**src/design/scg_pkg.sv**
```systemverilog
// Purpose: Constants for the serial video checkfield generator
// Assumes: 10-bit words, 8.2 fixed point (integer part in bits 9:2)
// Notes: Line numbers are 1-based as counted by the video timing source
package scg_pkg;

  // Word values
  localparam logic [9:0] EQ_CHROMA_WORD = 10'h300;   // 192.00
  localparam logic [9:0] EQ_LUMA_WORD = 10'h198;     // 102.00
  localparam logic [9:0] PLL_CHROMA_WORD = 10'h200;  // 128.00
  localparam logic [9:0] PLL_LUMA_WORD = 10'h110;    // 68.00
  localparam logic [9:0] POL_WORD = 10'h190;         // 100.00
  localparam logic [9:0] POL_WORD_SWAPPED = 10'h200; // 128.00

  // Word positions within the active line
  localparam logic [11:0] LAST_WORD_POS = 12'hEFF;   // 3839
  localparam logic [11:0] POL_WORD_POS = 12'h001;

  // Scanning format select
  localparam logic [1:0] FMT_1125_I = 2'h0;
  localparam logic [1:0] FMT_1250_I = 2'h1;
  localparam logic [1:0] FMT_1080_I = 2'h2;  // Interlaced or segmented_frame_transport
  localparam logic [1:0] FMT_1080_P = 2'h3;

  // Per field or progressive frame: first line, last equalizer line (low end of range), last PLL line
  localparam logic [10:0] F1_FIRST_1125 = 11'h029;  // 41
  localparam logic [10:0] F1_EQ_LO_1125 = 11'h127;  // 295
  localparam logic [10:0] F1_LAST_1125 = 11'h22D;   // 557
  localparam logic [10:0] F2_FIRST_1125 = 11'h25B;  // 603
  localparam logic [10:0] F2_EQ_LO_1125 = 11'h35A;  // 858
  localparam logic [10:0] F2_LAST_1125 = 11'h460;   // 1120
  localparam logic [10:0] F1_FIRST_1250 = 11'h02D;  // 45
  localparam logic [10:0] F1_EQ_LO_1250 = 11'h149;  // 329
  localparam logic [10:0] F1_LAST_1250 = 11'h26C;   // 620
  localparam logic [10:0] F2_FIRST_1250 = 11'h29E;  // 670
  localparam logic [10:0] F2_EQ_LO_1250 = 11'h3BA;  // 954
  localparam logic [10:0] F2_LAST_1250 = 11'h4DD;   // 1245
  localparam logic [10:0] F1_FIRST_1080I = 11'h015; // 21
  localparam logic [10:0] F1_EQ_LO_1080I = 11'h11F; // 287
  localparam logic [10:0] F1_LAST_1080I = 11'h230;  // 560
  localparam logic [10:0] F2_FIRST_1080I = 11'h248; // 584
  localparam logic [10:0] F2_EQ_LO_1080I = 11'h352; // 850
  localparam logic [10:0] F2_LAST_1080I = 11'h463;  // 1123
  localparam logic [10:0] FIRST_1080P = 11'h02A;    // 42
  localparam logic [10:0] EQ_LO_1080P = 11'h242;    // 578
  localparam logic [10:0] LAST_1080P = 11'h461;     // 1121

  // Width of the switch-over ranges minus one (7 for 1125 and 1080P, 6 otherwise)
  localparam logic [2:0] SPAN_WIDE = 3'h7;
  localparam logic [2:0] SPAN_NARROW = 3'h6;

  // Reset values
  localparam logic [9:0] RST_WORD = 10'h040;

  // Output content selector
  typedef enum logic [1:0] {SCG_PASS, SCG_EQ, SCG_PLL} scg_zone_t;

endpackage

```
**src/design/scg_checkfield_gen.sv**
```systemverilog
// Purpose: Checkfield test picture generator ahead of the serial scrambler
// Assumes: Timing source gives line number, frame start, active flag and word position
// Notes: One word per clk_sys; output is registered, one cycle behind the input
`timescale 1ns/1ps

module scg_checkfield_gen
  import scg_pkg::*;
#(
  parameter int WORD_W = 10
) (
  // Clock and reset
  input wire logic clk_sys,
  input wire logic sys_rst,
  // Configuration levels, held static while enabled
  input wire logic gen_enable,
  input wire logic [1:0] format_sel,
  input wire logic [2:0] switch_offset,
  input wire logic eq_swap,
  input wire logic pll_swap,
  // Video from the timing source
  input wire logic [WORD_W-1:0] src_word,
  input wire logic [10:0] src_line,
  input wire logic [11:0] src_word_pos,
  input wire logic src_active,
  input wire logic src_frame_start,
  // Video to the scrambler and serializer
  output logic [WORD_W-1:0] out_word,
  output logic out_active,
  output logic out_polarity_frame
);

  // ----------------------------------------------------------------
  // State
  // ----------------------------------------------------------------
  typedef struct packed {
    // Word handed to the scrambler
    logic [WORD_W-1:0] word;
    // Active flag, aligned with the word
    logic active;
    // Frame parity; high on frames that carry the polarity word
    logic frame_toggle;
  } scg_state_t;

  scg_state_t st;
  scg_state_t next_st;

  // ----------------------------------------------------------------
  // Layout helpers
  // ----------------------------------------------------------------
  // Line numbers are taken as the timing source counts them; the block never
  // counts lines itself, so a source that numbers from zero shifts every window.
  // One field's checkfield window. The switch line is a low end plus a span, so
  // the chosen line can sit anywhere in the allowed range without more constants.
  typedef struct packed {
    logic valid;
    logic [10:0] first;
    logic [10:0] eq_lo;
    logic [2:0] span;
    logic [10:0] last;
  } scg_window_t;

  // Clamp the chosen switch line into the allowed range so any offset is legal
  function automatic logic [10:0] eq_last(input logic [10:0] lo, input logic [2:0] span,
                                          input logic [2:0] ofs);
    logic [2:0] o;
    o = (ofs > span) ? span : ofs;
    eq_last = lo + {8'h00, o};
  endfunction

  // Map a line to its content zone
  function automatic scg_zone_t zone_of(input logic [10:0] ln, input logic [10:0] f,
                                        input logic [10:0] e, input logic [10:0] l);
    if (ln >= f && ln <= e) begin
      zone_of = SCG_EQ;
    end else if (ln > e && ln <= l) begin
      zone_of = SCG_PLL;
    end else begin
      zone_of = SCG_PASS;
    end
  endfunction

  // ----------------------------------------------------------------
  // Field windows per format
  // ----------------------------------------------------------------
  // Field 1, or the whole frame of a progressive format; also the polarity line
  function automatic scg_window_t window_f1(input logic [1:0] fmt);
    window_f1.valid = 1'b0;
    window_f1.first = 11'h000;
    window_f1.eq_lo = 11'h000;
    window_f1.span = 3'h0;
    window_f1.last = 11'h000;
    case (fmt)
      FMT_1125_I: begin
        // Equalizer from line 41, switch within 295..302, PLL to 557
        // Eight candidate switch lines, so the wide span applies
        window_f1.valid = 1'b1;
        window_f1.first = F1_FIRST_1125;
        window_f1.eq_lo = F1_EQ_LO_1125;
        window_f1.span = SPAN_WIDE;
        window_f1.last = F1_LAST_1125;
      end
      FMT_1250_I: begin
        // Equalizer from line 45, switch within 329..335, PLL to 620
        // Seven candidate switch lines, so the narrow span applies
        window_f1.valid = 1'b1;
        window_f1.first = F1_FIRST_1250;
        window_f1.eq_lo = F1_EQ_LO_1250;
        window_f1.span = SPAN_NARROW;
        window_f1.last = F1_LAST_1250;
      end
      FMT_1080_I: begin
        // Equalizer from line 21, switch within 287..293, PLL to 560
        // Segmented frames share this layout with the interlaced ones
        window_f1.valid = 1'b1;
        window_f1.first = F1_FIRST_1080I;
        window_f1.eq_lo = F1_EQ_LO_1080I;
        window_f1.span = SPAN_NARROW;
        window_f1.last = F1_LAST_1080I;
      end
      FMT_1080_P: begin
        // Equalizer from line 42, switch within 578..585, PLL to 1121
        // One window covers the whole progressive frame
        window_f1.valid = 1'b1;
        window_f1.first = FIRST_1080P;
        window_f1.eq_lo = EQ_LO_1080P;
        window_f1.span = SPAN_WIDE;
        window_f1.last = LAST_1080P;
      end
      default: begin
        window_f1.valid = 1'b0;
      end
    endcase
  endfunction

  // Field 2 of interlaced or segmented formats; a progressive frame has none,
  // and an invalid window keeps its zero lines from matching anything
  function automatic scg_window_t window_f2(input logic [1:0] fmt);
    window_f2.valid = 1'b0;
    window_f2.first = 11'h000;
    window_f2.eq_lo = 11'h000;
    window_f2.span = 3'h0;
    window_f2.last = 11'h000;
    case (fmt)
      FMT_1125_I: begin
        // Equalizer from line 603, switch within 858..865, PLL to 1120
        // Same offset as field 1, so the switch stays consistent
        window_f2.valid = 1'b1;
        window_f2.first = F2_FIRST_1125;
        window_f2.eq_lo = F2_EQ_LO_1125;
        window_f2.span = SPAN_WIDE;
        window_f2.last = F2_LAST_1125;
      end
      FMT_1250_I: begin
        // Equalizer from line 670, switch within 954..960, PLL to 1245
        // Same offset as field 1, so the switch stays consistent
        window_f2.valid = 1'b1;
        window_f2.first = F2_FIRST_1250;
        window_f2.eq_lo = F2_EQ_LO_1250;
        window_f2.span = SPAN_NARROW;
        window_f2.last = F2_LAST_1250;
      end
      FMT_1080_I: begin
        // Equalizer from line 584, switch within 850..856, PLL to 1123
        // Second field or second segment of the frame
        window_f2.valid = 1'b1;
        window_f2.first = F2_FIRST_1080I;
        window_f2.eq_lo = F2_EQ_LO_1080I;
        window_f2.span = SPAN_NARROW;
        window_f2.last = F2_LAST_1080I;
      end
      FMT_1080_P: begin
        // Progressive frames carry a single field
        window_f2.valid = 1'b0;
      end
      default: begin
        window_f2.valid = 1'b0;
      end
    endcase
  endfunction

  // Zone of a line inside one window; a window that the format lacks never matches
  function automatic scg_zone_t zone_in_window(input logic [10:0] ln, input scg_window_t w,
                                               input logic [2:0] ofs);
    if (w.valid) begin
      zone_in_window = zone_of(ln, w.first, eq_last(w.eq_lo, w.span, ofs), w.last);
    end else begin
      zone_in_window = SCG_PASS;
    end
  endfunction

  // ----------------------------------------------------------------
  // Line layout decode
  // ----------------------------------------------------------------
  scg_window_t win_f1;
  scg_window_t win_f2;
  scg_zone_t zone_f1;
  scg_zone_t zone_f2;
  scg_zone_t zone;
  logic first_line;

  // Window constants for the selected format
  always_comb begin
    win_f1 = window_f1(format_sel);
    win_f2 = window_f2(format_sel);
  end

  // Both fields use the same offset, so the switch line matches in every field
  always_comb begin
    zone_f1 = zone_in_window(src_line, win_f1, switch_offset);
    zone_f2 = zone_in_window(src_line, win_f2, switch_offset);
    // Windows never overlap, so field 1 simply takes precedence
    zone = (zone_f1 != SCG_PASS) ? zone_f1 : zone_f2;
  end

  // Polarity word sits on the first active line of the frame, which is field 1;
  // field 2 never carries it, so the bias flips once per frame, not per field
  assign first_line = win_f1.valid && (src_line == win_f1.first);

  // ----------------------------------------------------------------
  // Word selection
  // ----------------------------------------------------------------
  logic is_luma;
  logic in_line;
  logic pol_hit;
  logic [9:0] pol_value;
  logic [9:0] eq_word;
  logic [9:0] pll_word;
  logic [9:0] pat_word;

  // Pick one half of a word pair; the swap trades which half goes where
  function automatic logic [9:0] pair_word(input logic luma, input logic swap,
                                           input logic [9:0] luma_val,
                                           input logic [9:0] chroma_val);
    pair_word = (luma ^ swap) ? luma_val : chroma_val;
  endfunction

  // Odd positions are luma, even are chroma (Cb, Y, Cr, Y)
  assign is_luma = src_word_pos[0];
  assign in_line = (src_word_pos <= LAST_WORD_POS);

  // One-bit change on alternate frames flips the parity of the field bit sum, so the
  // equalizer bias changes sign every frame whatever the unmodified sum is
  always_comb begin
    pol_hit = st.frame_toggle && first_line && (src_word_pos == POL_WORD_POS);
    pol_value = eq_swap ? POL_WORD_SWAPPED : POL_WORD;
  end

  // Both pattern words are formed every cycle; the zone decides which one is used
  always_comb begin
    eq_word = pair_word(is_luma, eq_swap, EQ_LUMA_WORD, EQ_CHROMA_WORD);
    pll_word = pair_word(is_luma, pll_swap, PLL_LUMA_WORD, PLL_CHROMA_WORD);
  end

  // Values are 8.2 codes; runs of 19-and-1 and 20-and-20 appear only after the
  // downstream scrambler lines up, which about half a field of lines makes likely
  always_comb begin
    pat_word = 10'h000;
    case (zone)
      SCG_EQ: begin
        pat_word = pol_hit ? pol_value : eq_word;
      end
      SCG_PLL: begin
        pat_word = pll_word;
      end
      default: begin
        pat_word = 10'h000;
      end
    endcase
  end

  // ----------------------------------------------------------------
  // Next state
  // ----------------------------------------------------------------
  logic insert;

  // Checkfield replaces only in-zone active words; the rest passes through untouched.
  // Configuration is sampled every word: changing it mid-frame breaks the
  // frame-to-frame consistency of the switch line, so hold it while enabled.
  assign insert = gen_enable && src_active && in_line && (zone != SCG_PASS);

  // The scrambler itself is downstream; stresses appear only with its coding
  always_comb begin
    next_st = st;
    // Active flag travels with its word so the output stays aligned
    next_st.active = src_active;
    // Frame toggle flips once per frame; the new value applies from the next cycle
    if (src_frame_start) begin
      next_st.frame_toggle = ~st.frame_toggle;
    end
    // Pattern word in zone, source word elsewhere
    if (insert) begin
      next_st.word = WORD_W'(pat_word);
    end else begin
      next_st.word = src_word;
    end
  end

  // Registered state; every output comes from here
  always_ff @(posedge clk_sys) begin
    if (sys_rst) begin
      st <= '{word: WORD_W'(RST_WORD), active: 1'b0, frame_toggle: 1'b0};
    end else begin
      st <= next_st;
    end
  end

  // Outputs come straight from the state register
  assign out_word = st.word;
  assign out_active = st.active;
  assign out_polarity_frame = st.frame_toggle;

endmodule // scg_checkfield_gen

```
**config.mk**
```make
export PLATFORM = sky130hd
export DESIGN_NAME = scg_checkfield_gen
export DESIGN_NICKNAME = d
export VERILOG_FILES = /design/src/design/scg_pkg.sv /design/src/design/scg_checkfield_gen.sv
export SDC_FILE = /design/constraint.sdc
export NUM_CORES = 1
export LEC_CHECK = 0
export BUFFER_PORTS_ARGS = -buffer_cell sky130_fd_sc_hd__buf_2
export CAP_MARGIN = 20
export CORE_ASPECT_RATIO = 2
export CORE_MARGIN = 2
export CORE_UTILIZATION = 45
export CTS_CLUSTER_DIAMETER = 150
export DETAILED_ROUTE_END_ITERATION = 10
export PLACE_DENSITY = 0.68
export SLEW_MARGIN = 20
export SYNTH_ARGS = -nofsm -noshare
export SYNTH_HDL_FRONTEND = slang
export SYNTH_SLANG_ARGS = --single-unit
```
**constraint.sdc**
```tcl
create_clock -name clk_sys -period 14.33 [get_ports clk_sys]
set_clock_uncertainty 0.1 [all_clocks]
set_input_delay 2.1495 -clock clk_sys [delete_from_list [all_inputs] [get_ports clk_sys]]
set_output_delay 2.1495 -clock clk_sys [all_outputs]
set_load 0.01 [all_outputs]
```
==> metrics.cfg <==
[outcome]
status=finished clean

[setup_path]
crit_arrival_ns=7.37
start_kind=input pin
r2r_slack_ns=13.03
r2r-end=out_word[8]
setup.worst_path.end_class=register
worstSetupStartpoint=format_sel[0]
worstPathRequired_ns=14.42
cp_max_fo=16
rr_startpoint=out_polarity_frame
rr_worst_depth=5
critical_path_class=in -> reg

[cts]
cts-buffers-inserted=3
ctsHoldBuffers=0
clk_pin_slew_ns=0.05
cts_setup_buffers=0
htreeDepth=1
cts_tree=done
insertion_delay_ns=0.24
clock-sinks=12
cts-root-buf=clkbuf_8
cts.repair.resized=0
clk_path_buf_depth=2

[synth]
synthFlopType=dfxtp_1
synth_edf_count=0
synth.distinct_cells=55
ys_seq_elements=12
synthCells=271
ys.warnings.count=0
syn_nets=375
seq_area_frac_synth_pct=11.1
ys_async_sr_fraction_pct=0
avgSynthCellArea_um2=7.97
synth_area_mm2=0.00216

[place]
dpl.hpwl_um=5300
postPlaceCellArea_mm2=0.00249
pre_cts_ws_ns=6.78
portBuffers=56
gp_congestion=0.923

[routing]
avgRoutedWirePerCell_um=16.1
ant_nets=0
drtIter0Drc=28
viasPerCell=5.98
drt_wl_total_um=6120
firstDrtPassIters=4
vias=2272
drc_errors=0

[die]
die_x_um=53
num_rows=35
ioPinCount=57
start_util_pct=47.0
dieArea_mm2=0.00541
core_area_mm2=0.00460
die_h_um=102

[finish]
syn_to_final_growth_pct=17.7
layout_common_cells=ha_1 (58), buf_2 (56), a21oi_1 (23)
final_cell_area_mm2=0.00254
fill_cells=464
nets=430
n_antenna_cell=0
final_common_cell=ha_1
drive_gt1_share_pct=20.6

[sta]
final-hold-violation-count=0
finalCritPeriodShare_pct=50.8
fin_crit_ns=7.28
relSlewSlack_pct=61.6
fmax_mhz=137
tns_ns=0
slew_violations=0
setup_ws_ns=7.05
finalSetupViolations=0
rsz0062_at_grt=no
tightest_slew_ns=0.575

[grt]
grt_pass1_wl_um=9600
grt_overflow=0
grt_util_all_layers_pct=23.6
grt_start_max_net_pins=17
grt_antenna_before_repair=0
grt_pass1_vias=2218

[power]
p_leak_nw=1.23
peakVddDrop_uv=56.7
power_density_mw_per_mm2=62.8

[job]
cap_violations=0

[min_path]
hp-start=out_polarity_frame
min_path_type=reg -> reg
whs_endpoint=out_polarity_frame
hold_path_depth=2

-- report_power, final --
| part | internal, mW | total [mW] | switching, mW |
|---|---|---|---|
| combinational | 0.0373 | 0.0857 | 0.0483 |
| sequential | 0.0361 | 0.0368 | 0.000708 |
| clock | 0.0243 | 0.0372 | 0.0129 |
-- per-layer routing --
metal / wire (um) / part of all wire, % / up-vias / global-route usage (%)
met4: 452 / 7.4 / 0 / 17.9
met5: 0 / 0 / - / 0
met3: 323 / 5.3 / 33 / 1.90
met1: 2000 / 33 / 1025 / 21.1
met2: 3350 / 55 / 101 / 45.5
li1: - / - / 1113 / -
-- cell usage after synthesis, drive strengths merged (6+ instances only) --
cell type / number / area share [%]
ha: 58 / 34
a21oi: 23 / 5.3
nor2: 19 / 3.3
inv: 18 / 3.1
nand2: 18 / 3.1
dfxtp: 12 / 11
o21ai: 12 / 3.0
xnor2: 9 / 3.6
a21o: 8 / 2.8
nor3: 8 / 1.9
nor2b: 7 / 2.0
clkbuf: 6 / 1.0
nand3: 6 / 1.4
-- flip-flops by register name, summed over array words and instances, names as in the netlist --
name,cells
out_active,1
out_polarity_frame,1
out_word,10
-- cell families after synthesis --
logic type	after synthesis	share of synthesized area, %
muxes	1	0.463
AOI/OAI and AO/OA	72	22.2
other	1	0.174
DFF	12	11.1
adders and majority gates	59	34.5
and+or+nand+nor	92	23.3
xor gates and xnor gates	10	4.05
buffers and inverters	24	4.17
-- worst max-delay path: stages --
cell,delay (ns)
buf_2,0.17
ha_1,0.55
inv_1,0.36
a31o_2,0.29
a22oi_1,0.31
nand2_1,0.08
o21ai_0,0.10
ha_1,0.23
nand3_1,0.11
or3_1,0.32
nand3_1,0.09
ha_1,0.26
nand3_1,0.14
a211oi_1,0.07
o41ai_1,0.35
a21o_1,0.21
nand2_1,0.08
o31a_1,0.27
ha_1,0.19
nand4b_1,0.41
nor3_1,0.34
nor2b_1,0.16
a21oi_1,0.04
nor2_1,0.09
-- worst max-delay path by stage --
stage	to	slack [ns]
finish	out_word[3]	7.05
global route	out_word[3]	6.43
CTS	out_word[3]	7.02
detailed placement	out_word[3]	6.78
global placement	out_word[3]	6.90
floorplan	out_word[9]	8.01
-- through the flow --
step,hold WS [ns],std cells,power [mW],util [%]
global placement,0.425,376,0.122,54.1
CTS,0.457,380,0.161,55.3
global route,0.502,380,0.173,55.3
finish,0.450,380,0.160,55.3
floorplan,0.462,271,0.0950,-
detailed placement,0.436,376,0.123,54.1
-- final cells by class --
class	instances	area (um^2)	share of cell area (%)
repair buffers	56	280	11.0
multi-input cells	235	1830	72.0
clock buffers	4	55.1	2.17
inverters	18	67.6	2.66
well taps	55	68.8	2.71
flip-flops and latches	12	240	9.45
No activity file was read; power rests on OpenSTA's default activity.
